## src/verilog/ocsc_map.svh

```systemverilog
// Constants for the ON/OFF switch cycle controller
`ifndef OCSC_MAP_SVH
`define OCSC_MAP_SVH
`define OCSC_CLK_PERIOD_NS 64'd100
`define OCSC_NS_PER_MS 64'd1000000
`define OCSC_NOFB_TIME_MS 64'd30
`define OCSC_AR_FIRST_MS 64'd150
`define OCSC_AR_OFF_MS 64'd5000
`define OCSC_OSC_DIV 40
`define OCSC_HIST_DEPTH 8
`define OCSC_HIST_HI_THR 6
`define OCSC_HIST_LO_THR 2
`define OCSC_SYNC_W 5
`define OCSC_BIT_EN 0
`define OCSC_BIT_ILIM 1
`define OCSC_BIT_MDW 2
`define OCSC_BIT_LINE 3
`define OCSC_BIT_UVP 4
`define OCSC_CNT_W 32
`endif

```

## src/verilog/ocsc_pkg.sv

```systemverilog
// Types for the ON/OFF switch cycle controller
package ocsc_pkg;
  typedef enum logic [1:0] {OCSC_ILIM_FULL, OCSC_ILIM_MED, OCSC_ILIM_LOW} ocsc_ilim_t;
  typedef enum logic [1:0] {OCSC_ST_PWRUP, OCSC_ST_RUN, OCSC_ST_LATCH, OCSC_ST_AROFF} ocsc_state_t;
endpackage

```

## src/verilog/ocsc_ctrl.sv

```systemverilog
// Cycle-by-cycle ON/OFF switch controller with current-limit state machine
`timescale 1ns/1ns
`default_nettype none
`include "ocsc_map.svh"
module ocsc_ctrl #(
  parameter int OSC_DIV = `OCSC_OSC_DIV,
  parameter int HIST = `OCSC_HIST_DEPTH,
  parameter int HI_THR = `OCSC_HIST_HI_THR,
  parameter int LO_THR = `OCSC_HIST_LO_THR,
  parameter int unsigned NOFB_CYC = 32'((`OCSC_NOFB_TIME_MS * `OCSC_NS_PER_MS)
    / (`OCSC_CLK_PERIOD_NS * OSC_DIV)),
  parameter int unsigned AR_FIRST_CYC = 32'((`OCSC_AR_FIRST_MS * `OCSC_NS_PER_MS)
    / (`OCSC_CLK_PERIOD_NS * OSC_DIV)),
  parameter int unsigned AR_OFF_CYC = 32'((`OCSC_AR_OFF_MS * `OCSC_NS_PER_MS)
    / (`OCSC_CLK_PERIOD_NS * OSC_DIV))
) (
  // Clock and reset
  input wire logic clk,
  input wire logic rst_b,
  // Sense comparators
  input wire logic feedback_enable_line_sense_input,
  input wire logic ilim_reached,
  input wire logic max_duty_window,
  input wire logic line_sense_ok,
  input wire logic line_sense_fitted,
  // Drive and status
  output logic switch_gate_ff,
  output ocsc_pkg::ocsc_ilim_t ilim_level_ff,
  output logic cycle_start_ff,
  output logic switching_on_ff,
  output logic latched_off_ff
);
  import ocsc_pkg::*;

  localparam int PCW = $clog2(HIST + 1);
  localparam int OW = $clog2(OSC_DIV);

  logic [`OCSC_SYNC_W-1:0] raw;
  logic [`OCSC_SYNC_W-1:0] syn;
  logic en_s, ilim_s, mdw_s, line_s, uvp_s;
  logic mdw_d_ff;
  logic mdw_fall;
  logic [OW-1:0] osc_cnt_ff;
  logic [HIST-1:0] hist_ff;
  logic [PCW-1:0] hist_ones;
  ocsc_state_t state_ff;
  ocsc_ilim_t nxt_ilim;
  logic first_ar_ff;
  logic [`OCSC_CNT_W-1:0] nofb_cnt;
  logic [`OCSC_CNT_W-1:0] off_cnt;
  logic nofb_expired;
  logic off_done;
  logic allow_sw;
  logic [1:0] settle_ff;

  // Comparator outputs are asynchronous to the clock
  assign raw = {line_sense_fitted, line_sense_ok, max_duty_window, ilim_reached,
                feedback_enable_line_sense_input};
  ocsc_sync #(.W(`OCSC_SYNC_W)) u_sync (
    .clk(clk),
    .rst_b(rst_b),
    .d(raw),
    .q(syn)
  );
  assign en_s = syn[`OCSC_BIT_EN];
  assign ilim_s = syn[`OCSC_BIT_ILIM];
  assign mdw_s = syn[`OCSC_BIT_MDW];
  assign line_s = syn[`OCSC_BIT_LINE];
  assign uvp_s = syn[`OCSC_BIT_UVP];

  always_ff @(posedge clk or negedge rst_b) begin
    if (!rst_b) begin
      mdw_d_ff <= 1'b0;
    end else begin
      mdw_d_ff <= mdw_s;
    end
  end
  assign mdw_fall = mdw_d_ff && !mdw_s;

  // Free-running oscillator, one start pulse per cycle
  always_ff @(posedge clk or negedge rst_b) begin
    if (!rst_b) begin
      osc_cnt_ff <= '0;
      cycle_start_ff <= 1'b0;
    end else if (osc_cnt_ff == OW'(OSC_DIV - 1)) begin
      osc_cnt_ff <= '0;
      cycle_start_ff <= 1'b1;
    end else begin
      osc_cnt_ff <= osc_cnt_ff + {{(OW-1){1'b0}}, 1'b1};
      cycle_start_ff <= 1'b0;
    end
  end

  // Feedback side holds enable high while output is low; we rely on that polarity
  assign allow_sw = (state_ff == OCSC_ST_RUN) && en_s;

  // Gate: sampled only at cycle start, then only the terminators act
  always_ff @(posedge clk or negedge rst_b) begin
    if (!rst_b) begin
      switch_gate_ff <= 1'b0;
    end else if (cycle_start_ff) begin
      switch_gate_ff <= allow_sw;
    end else if (ilim_s || mdw_fall) begin
      switch_gate_ff <= 1'b0;
    end // Enable is not looked at here
  end

  // Enable sample history
  always_ff @(posedge clk or negedge rst_b) begin
    if (!rst_b) begin
      // Full history matches the full limit held in reset
      hist_ff <= '1;
    end else if (cycle_start_ff) begin
      hist_ff <= {hist_ff[HIST-2:0], en_s};
    end
  end

  always_comb begin
    hist_ones = '0;
    for (int i = 0; i < HIST; i++) begin
      hist_ones = hist_ones + PCW'(hist_ff[i]);
    end
  end

  // Current-limit level moves one step at a time to avoid audible jumps
  always_comb begin
    nxt_ilim = ilim_level_ff;
    case (ilim_level_ff)
      OCSC_ILIM_FULL: begin
        if (hist_ones < PCW'(HI_THR)) begin
          nxt_ilim = OCSC_ILIM_MED;
        end
      end
      OCSC_ILIM_MED: begin
        if (hist_ones >= PCW'(HI_THR)) begin
          nxt_ilim = OCSC_ILIM_FULL;
        end else if (hist_ones < PCW'(LO_THR)) begin
          nxt_ilim = OCSC_ILIM_LOW;
        end
      end
      OCSC_ILIM_LOW: begin
        if (hist_ones >= PCW'(LO_THR)) begin
          nxt_ilim = OCSC_ILIM_MED;
        end
      end
      default: begin
        nxt_ilim = OCSC_ILIM_FULL;
      end
    endcase
  end

  // Level changes only between cycles, never under a conducting gate
  always_ff @(posedge clk or negedge rst_b) begin
    if (!rst_b) begin
      ilim_level_ff <= OCSC_ILIM_FULL;
    end else if (cycle_start_ff) begin
      ilim_level_ff <= nxt_ilim;
    end
  end

  // No-feedback timer in oscillator cycles
  ocsc_cnt #(.W(`OCSC_CNT_W)) u_nofb (
    .clk(clk),
    .rst_b(rst_b),
    .clr((state_ff != OCSC_ST_RUN) || (cycle_start_ff && !en_s)),
    .inc(cycle_start_ff),
    .cnt_ff(nofb_cnt)
  );
  assign nofb_expired = nofb_cnt >= NOFB_CYC;

  // Auto-restart off-time timer
  ocsc_cnt #(.W(`OCSC_CNT_W)) u_off (
    .clk(clk),
    .rst_b(rst_b),
    .clr(state_ff != OCSC_ST_AROFF),
    .inc(cycle_start_ff),
    .cnt_ff(off_cnt)
  );
  assign off_done = first_ar_ff ? (off_cnt >= AR_OFF_CYC) : (off_cnt >= AR_FIRST_CYC);

  // Synchronised pins show reset values for two edges; line state is not trusted before then
  always_ff @(posedge clk or negedge rst_b) begin
    if (!rst_b) begin
      settle_ff <= '0;
    end else begin
      settle_ff <= {settle_ff[0], 1'h1};
    end
  end

  // Supervisor
  always_ff @(posedge clk or negedge rst_b) begin
    if (!rst_b) begin
      state_ff <= OCSC_ST_PWRUP;
    end else begin
      case (state_ff)
        OCSC_ST_PWRUP: begin
          if (settle_ff[1] && (!uvp_s || line_s)) begin
            state_ff <= OCSC_ST_RUN;
          end
        end
        OCSC_ST_RUN: begin
          if (nofb_expired) begin
            if (!uvp_s) begin
              state_ff <= OCSC_ST_AROFF;
            end else if (line_s) begin
              state_ff <= OCSC_ST_LATCH;
            end else begin
              state_ff <= OCSC_ST_PWRUP;
            end
          end
        end
        OCSC_ST_LATCH: begin
          if (!line_s) begin
            state_ff <= OCSC_ST_PWRUP;
          end
        end
        OCSC_ST_AROFF: begin
          if (off_done) begin
            state_ff <= OCSC_ST_RUN;
          end
        end
        default: begin
          state_ff <= OCSC_ST_PWRUP;
        end
      endcase
    end
  end

  // First auto-restart uses the short off-time only once after reset
  always_ff @(posedge clk or negedge rst_b) begin
    if (!rst_b) begin
      first_ar_ff <= 1'b0;
    end else if ((state_ff == OCSC_ST_AROFF) && off_done) begin
      first_ar_ff <= 1'b1;
    end
  end

  // Status outputs
  always_ff @(posedge clk or negedge rst_b) begin
    if (!rst_b) begin
      switching_on_ff <= 1'b0;
      latched_off_ff <= 1'b0;
    end else begin
      switching_on_ff <= state_ff == OCSC_ST_RUN;
      latched_off_ff <= state_ff == OCSC_ST_LATCH;
    end
  end

  // Checks
  gate_start_a: assert property (@(posedge clk) disable iff (!rst_b)
    cycle_start_ff && allow_sw |=> switch_gate_ff)
    else $error("gate not on at enabled cycle start");
  gate_off_a: assert property (@(posedge clk) disable iff (!rst_b)
    !cycle_start_ff && (ilim_s || mdw_fall) |=> !switch_gate_ff)
    else $error("gate not off at limit");
  skip_cycle_a: assert property (@(posedge clk) disable iff (!rst_b)
    cycle_start_ff && !en_s |=> !switch_gate_ff)
    else $error("disabled cycle switched");
  hold_cycle_a: assert property (@(posedge clk) disable iff (!rst_b)
    switch_gate_ff && !cycle_start_ff && !ilim_s && !mdw_fall |=> switch_gate_ff)
    else $error("cycle cut short");
  run_only_a: assert property (@(posedge clk) disable iff (!rst_b)
    $rose(switch_gate_ff) |-> $past(state_ff) == OCSC_ST_RUN)
    else $error("switched outside run");
  osc_period_a: assert property (@(posedge clk) disable iff (!rst_b)
    cycle_start_ff |=> !cycle_start_ff [*2])
    else $error("oscillator pulse spacing wrong");
  latch_hold_a: assert property (@(posedge clk) disable iff (!rst_b)
    state_ff == OCSC_ST_LATCH && line_s |=> state_ff == OCSC_ST_LATCH)
    else $error("latch left with line present");
  nofb_trip_a: assert property (@(posedge clk) disable iff (!rst_b)
    state_ff == OCSC_ST_RUN && nofb_expired && uvp_s && line_s |=> state_ff == OCSC_ST_LATCH)
    else $error("fault not latched");
  nofb_clear_a: assert property (@(posedge clk) disable iff (!rst_b)
    state_ff == OCSC_ST_RUN && cycle_start_ff && !en_s |=> nofb_cnt == '0)
    else $error("no-feedback timer not cleared");
  pwrup_wait_a: assert property (@(posedge clk) disable iff (!rst_b)
    state_ff == OCSC_ST_PWRUP && uvp_s && !line_s |=> state_ff == OCSC_ST_PWRUP)
    else $error("start below line threshold");
  latch_cov: cover property (@(posedge clk) disable iff (!rst_b) state_ff == OCSC_ST_LATCH);
  aroff_cov: cover property (@(posedge clk) disable iff (!rst_b) state_ff == OCSC_ST_AROFF);
  low_ilim_cov: cover property (@(posedge clk) disable iff (!rst_b)
    ilim_level_ff == OCSC_ILIM_LOW);
  settle_wait_a: assert property (@(posedge clk) disable iff (!rst_b)
    state_ff == OCSC_ST_PWRUP && !settle_ff[1] |=> state_ff == OCSC_ST_PWRUP)
    else $error("left power-up before pins settled");
  med_ilim_cov: cover property (@(posedge clk) disable iff (!rst_b)
    ilim_level_ff == OCSC_ILIM_MED);
  brownout_cov: cover property (@(posedge clk) disable iff (!rst_b)
    state_ff == OCSC_ST_RUN ##1 state_ff == OCSC_ST_PWRUP);
endmodule
`default_nettype wire

```

## src/verilog/ocsc_sync.sv

```systemverilog
// Two-stage synchroniser for asynchronous comparator inputs
`timescale 1ns/1ns
`default_nettype none
module ocsc_sync #(
  parameter int W = 1
) (
  // Clock and reset
  input wire logic clk,
  input wire logic rst_b,
  // Data
  input wire logic [W-1:0] d,
  output logic [W-1:0] q
);
  genvar i;
  generate
    for (i = 0; i < W; i++) begin : g_bit
      logic meta_ff;
      always_ff @(posedge clk or negedge rst_b) begin
        if (!rst_b) begin
          meta_ff <= 1'b0;
          q[i] <= 1'b0;
        end else begin
          meta_ff <= d[i];
          q[i] <= meta_ff;
        end
      end
    end
  endgenerate
endmodule
`default_nettype wire

```

## src/verilog/ocsc_cnt.sv

```systemverilog
// Saturating event counter with synchronous clear
`timescale 1ns/1ns
`default_nettype none
module ocsc_cnt #(
  parameter int W = 32
) (
  // Clock and reset
  input wire logic clk,
  input wire logic rst_b,
  // Control
  input wire logic clr,
  input wire logic inc,
  // Count
  output logic [W-1:0] cnt_ff
);
  // Saturate so a long stall never wraps back to a short count
  always_ff @(posedge clk or negedge rst_b) begin
    if (!rst_b) begin
      cnt_ff <= '0;
    end else if (clr) begin
      cnt_ff <= '0;
    end else if (inc && (cnt_ff != {W{1'b1}})) begin
      cnt_ff <= cnt_ff + {{(W-1){1'b0}}, 1'b1};
    end
  end
endmodule
`default_nettype wire

```

## config.mk

```make
export PLATFORM = sky130hd
export DESIGN_NAME = ocsc_ctrl
export DESIGN_NICKNAME = d
export VERILOG_FILES = /design/src/verilog/ocsc_pkg.sv /design/src/verilog/ocsc_ctrl.sv /design/src/verilog/ocsc_sync.sv /design/src/verilog/ocsc_cnt.sv
export VERILOG_INCLUDE_DIRS = /design/src /design/src/verilog
export SDC_FILE = /design/constraint.sdc
export NUM_CORES = 1
export LEC_CHECK = 0
export ABC_AREA = 1
export BUFFER_PORTS_ARGS = -buffer_cell sky130_fd_sc_hd__clkbuf_2
export CAP_MARGIN = 40
export CORE_ASPECT_RATIO = 0.9
export CORE_MARGIN = 1
export CORE_UTILIZATION = 47
export DETAILED_ROUTE_END_ITERATION = 8
export SYNTH_ARGS = -nofsm -noshare
export SYNTH_HDL_FRONTEND = slang
export SYNTH_HIERARCHICAL = 1
export SYNTH_SLANG_ARGS = --single-unit
```

## constraint.sdc

```tcl
create_clock -name clk -period 4.6 [get_ports clk]
set_clock_uncertainty 0.1 [all_clocks]
set_input_delay 0.23 -clock clk [delete_from_list [all_inputs] [get_ports clk]]
set_output_delay 0.23 -clock clk [all_outputs]
set_load 0.005 [all_outputs]
```

==> results.toml <==
[timing]
slew_viol_final = 0
finalCritPeriodShare_pct = 79.9
hold_viol_final = 0
finalSetupTns_ns = 0
slew_headroom_pct = 40.3
worst_pin_slew_ns = 0.894
rsz0062_at_grt = "false"
hold_ws_ns = 0.251
final.min_clock_period_ns = 3.68
fmax_mhz = 272
setup_viol = 0

[synthesis]
async_flop_share_pct = 100
ys_ff_latch = 100
syn_inst = 922
avgSynthCellArea_um2 = 6.90
synthFlopType = "dfrtp_1"
yosys_warnings = 6
synth_cell_types = 40
ys_seq_area_share_pct = 39.5
synth_area_um2 = 6360
synth-edff-count = 0
synth_nets = 939

[drt]
viasPerCell = 5.14
drtPass1Iterations = 5
vias = 5698
drc_errors = 0
drtIter0Drc = 384
ant_nets = 0
wl_per_cell_um = 13.2
wl_um = 14700

[power_and_ir_drop]
power_density_nw_per_um2 = 297
leakage_nw = 3.19
total_power_mw = 2.05
peakVddDrop_v = 0.000244

[grt]
gr-total-overflow = 0
grt_antenna_before_repair = 0
grt_pass1_vias = 5328
grt_start_max_net_pins = 62
grtUsageMet1_pct = 29.7
grtUsageMet2_pct = 36.9
grt_pass1_wl_um = 25000
busiest_layer = "met2"
grtUsageMet3_pct = 4.15
grt_usage_pct = 22.1

[die]
die_w_um = 125
dieArea_um2 = 14000
fp.dieH_um = 112
rows = 39
core-area_um2 = 12900
initial_utilization_pct = 49.2
io_pins = 13

[clocking]
cts_tree = "done"
cts.repair.resized = 0
clkLatencyLatePin_ns = 0.36
htree_levels = 3
clockBufferDepth = 2
clock_sinks = 100
cts-root-buf = "clkbuf_16"
cts_buffers = 9
clkTransAtPathRegs_ns = 0.07

[layout]
multiInputGateArea_um2 = 3350
syn_to_final_growth_pct = 8.48
layout_common_cells = "324 x nand2_1, 141 x nor2_1, 95 x inv_1"
antennaDiodeCount = 0
instances_no_fill = 1108
area.sequential_um2 = 2510
final_common_cell = "nand2_1"
nNetsFinal = 956
nFillCells = 1262
drive_above_1_share_pct = 8.90

[run_status]
status = "finished, final reports clean"

[setup_path]
crit_path_start_kind = "flop"
path_max_fanout = 4
crit_path_end_kind = "flop"
crit_arrival_ns = 3.82
required_ns = 4.74
critical_path_class = "reg -> reg"

[placement]
portBuffers = 12
place.gp.congestion = 0.892
hpwlAfterDp_um = 10500
dp.cells = 1086

[run]
maxCapViolCount = 0

[worst_hold_path]
hold_path_class = "reg -> reg"
## what timing repair did
| item | 4_1_cts | 5_1_grt |
|---|---|---|
| buffers inserted | 0 | 0 |
| hold buffers | 6 | 0 |
| hold endpoints to repair | 57 | 0 |
## area by class of cell
cell class	count	area share (%)
clock buffers	10	3.46
clock inverters	6	0.889
inverters	99	5.39
multi-input cells	706	48.5
flip-flops and latches	100	36.4
well taps	164	2.97
repair buffers	23	2.32
## layer usage
metal | vias to the layer above | part of all wire [%]
met1 | 2650 | 49
met2 | 117 | 46
li1 | 2922 | -
met5 | - | 0
met3 | 9 | 4.1
met4 | 0 | 0.75
## path summary, 6_finish.rpt
check	endpoint	depth (start not counted)	slack (ns)	start
setup / recovery	ilim_level_ff[0]	14	0.92	hist_ff[0]
hold / removal	settle_ff[1]	0	0.25	settle_ff[0]
setup reg to reg	ilim_level_ff[0]	14	0.92	hist_ff[0]
hold reg to reg	settle_ff[1]	0	0.25	settle_ff[0]
max in group asynchronous	u_nofb/cnt_ff[29]	3	2.95	rst_b
min in group asynchronous	u_nofb/cnt_ff[18]	2	0.40	rst_b
## worst max-delay path, stage by stage (launching register included)
cell     delay, ns
dfstp_2       0.53
inv_1         0.06
fa_1          0.55
fa_1          0.42
fa_1          0.49
inv_1         0.04
ha_1          0.20
fa_1          0.49
inv_1         0.06
o21ai_2       0.20
nor2_1        0.06
nand3_1       0.09
nand2_1       0.07
o21ai_0       0.14
nand2_1       0.07
## Yosys cell counts, types with 2 or more instances
master    instances  area (um^2)
nand2_1         324         1220
nor2_1          141          529
inv_1            95          357
dfrtp_1          92         2300
nand3_1          82          410
o21ai_0          21          105
o21ai_1          20          100
nand4_1          18          113
a21oi_1          12         60.1
nor2_2           12         75.1
xor2_1           12          105
xnor2_1          10         87.6
buf_6             8         90.1
dfstp_2           8          210
nand2_2           8         50.1
ha_1              6         75.1
nand2_4           6         67.6
clkbuf_1          5         18.8
fa_1              4         80.1
inv_2             4         15.0
nor2_4            4         45.0
nand3b_1          3         22.5
nor3_1            3         15.0
a22oi_1           2         15.0
buf_1             2         7.51
buf_2             2         10.0
nand2_8           2         40.0
nor2_8            2         40.0
o22ai_1           2         12.5
or2_2             2         12.5
## cell families (layout without fill, tap and decap cells)
family | count (synthesis) | after routing | share of synthesized area (%)
AOI/OAI and AO/OA | 62 | 62 | 5.21
and+or+nand+nor | 611 | 611 | 41.9
xor gates and xnor gates | 22 | 22 | 3.03
DFF | 100 | 100 | 39.5
buffers and inverters | 116 | 138 | 7.83
adders and majority gates | 10 | 10 | 2.44
other | 1 | 1 | 0.0590
## flip-flops by register name, indices dropped and copies added, names as in the netlist, 5 cells and up
| name | cells |
|---|---|
| u_sync/q | 5 |
| hist_ff | 8 |
| osc_cnt_ff | 6 |
| u_off/cnt_ff | 32 |
| u_nofb/cnt_ff | 32 |
| u_sync/g_bit.meta_ff | 5 |
## power by group
| part | internal (mW) | switching [mW] | total, mW |
|---|---|---|---|
| clock network | 0.400 | 0.376 | 0.776 |
| logic | 0.0686 | 0.291 | 0.360 |
| registers | 0.901 | 0.0143 | 0.915 |
| total | 1.37 | 0.682 | 2.05 |
## metrics by stage
stage / worst slack [ns] / utilization, % / instance area, um^2
CTS: 0.924 / 53.3 / 6900
global placement: 0.987 / 50.4 / 6520
finish: 0.923 / 53.3 / 6900
floorplan: 1.09 / - / 6360
detailed placement: 0.951 / 50.6 / 6540
global route: 0.630 / 53.3 / 6900
Note: power is estimated with default switching activity, not from simulation.
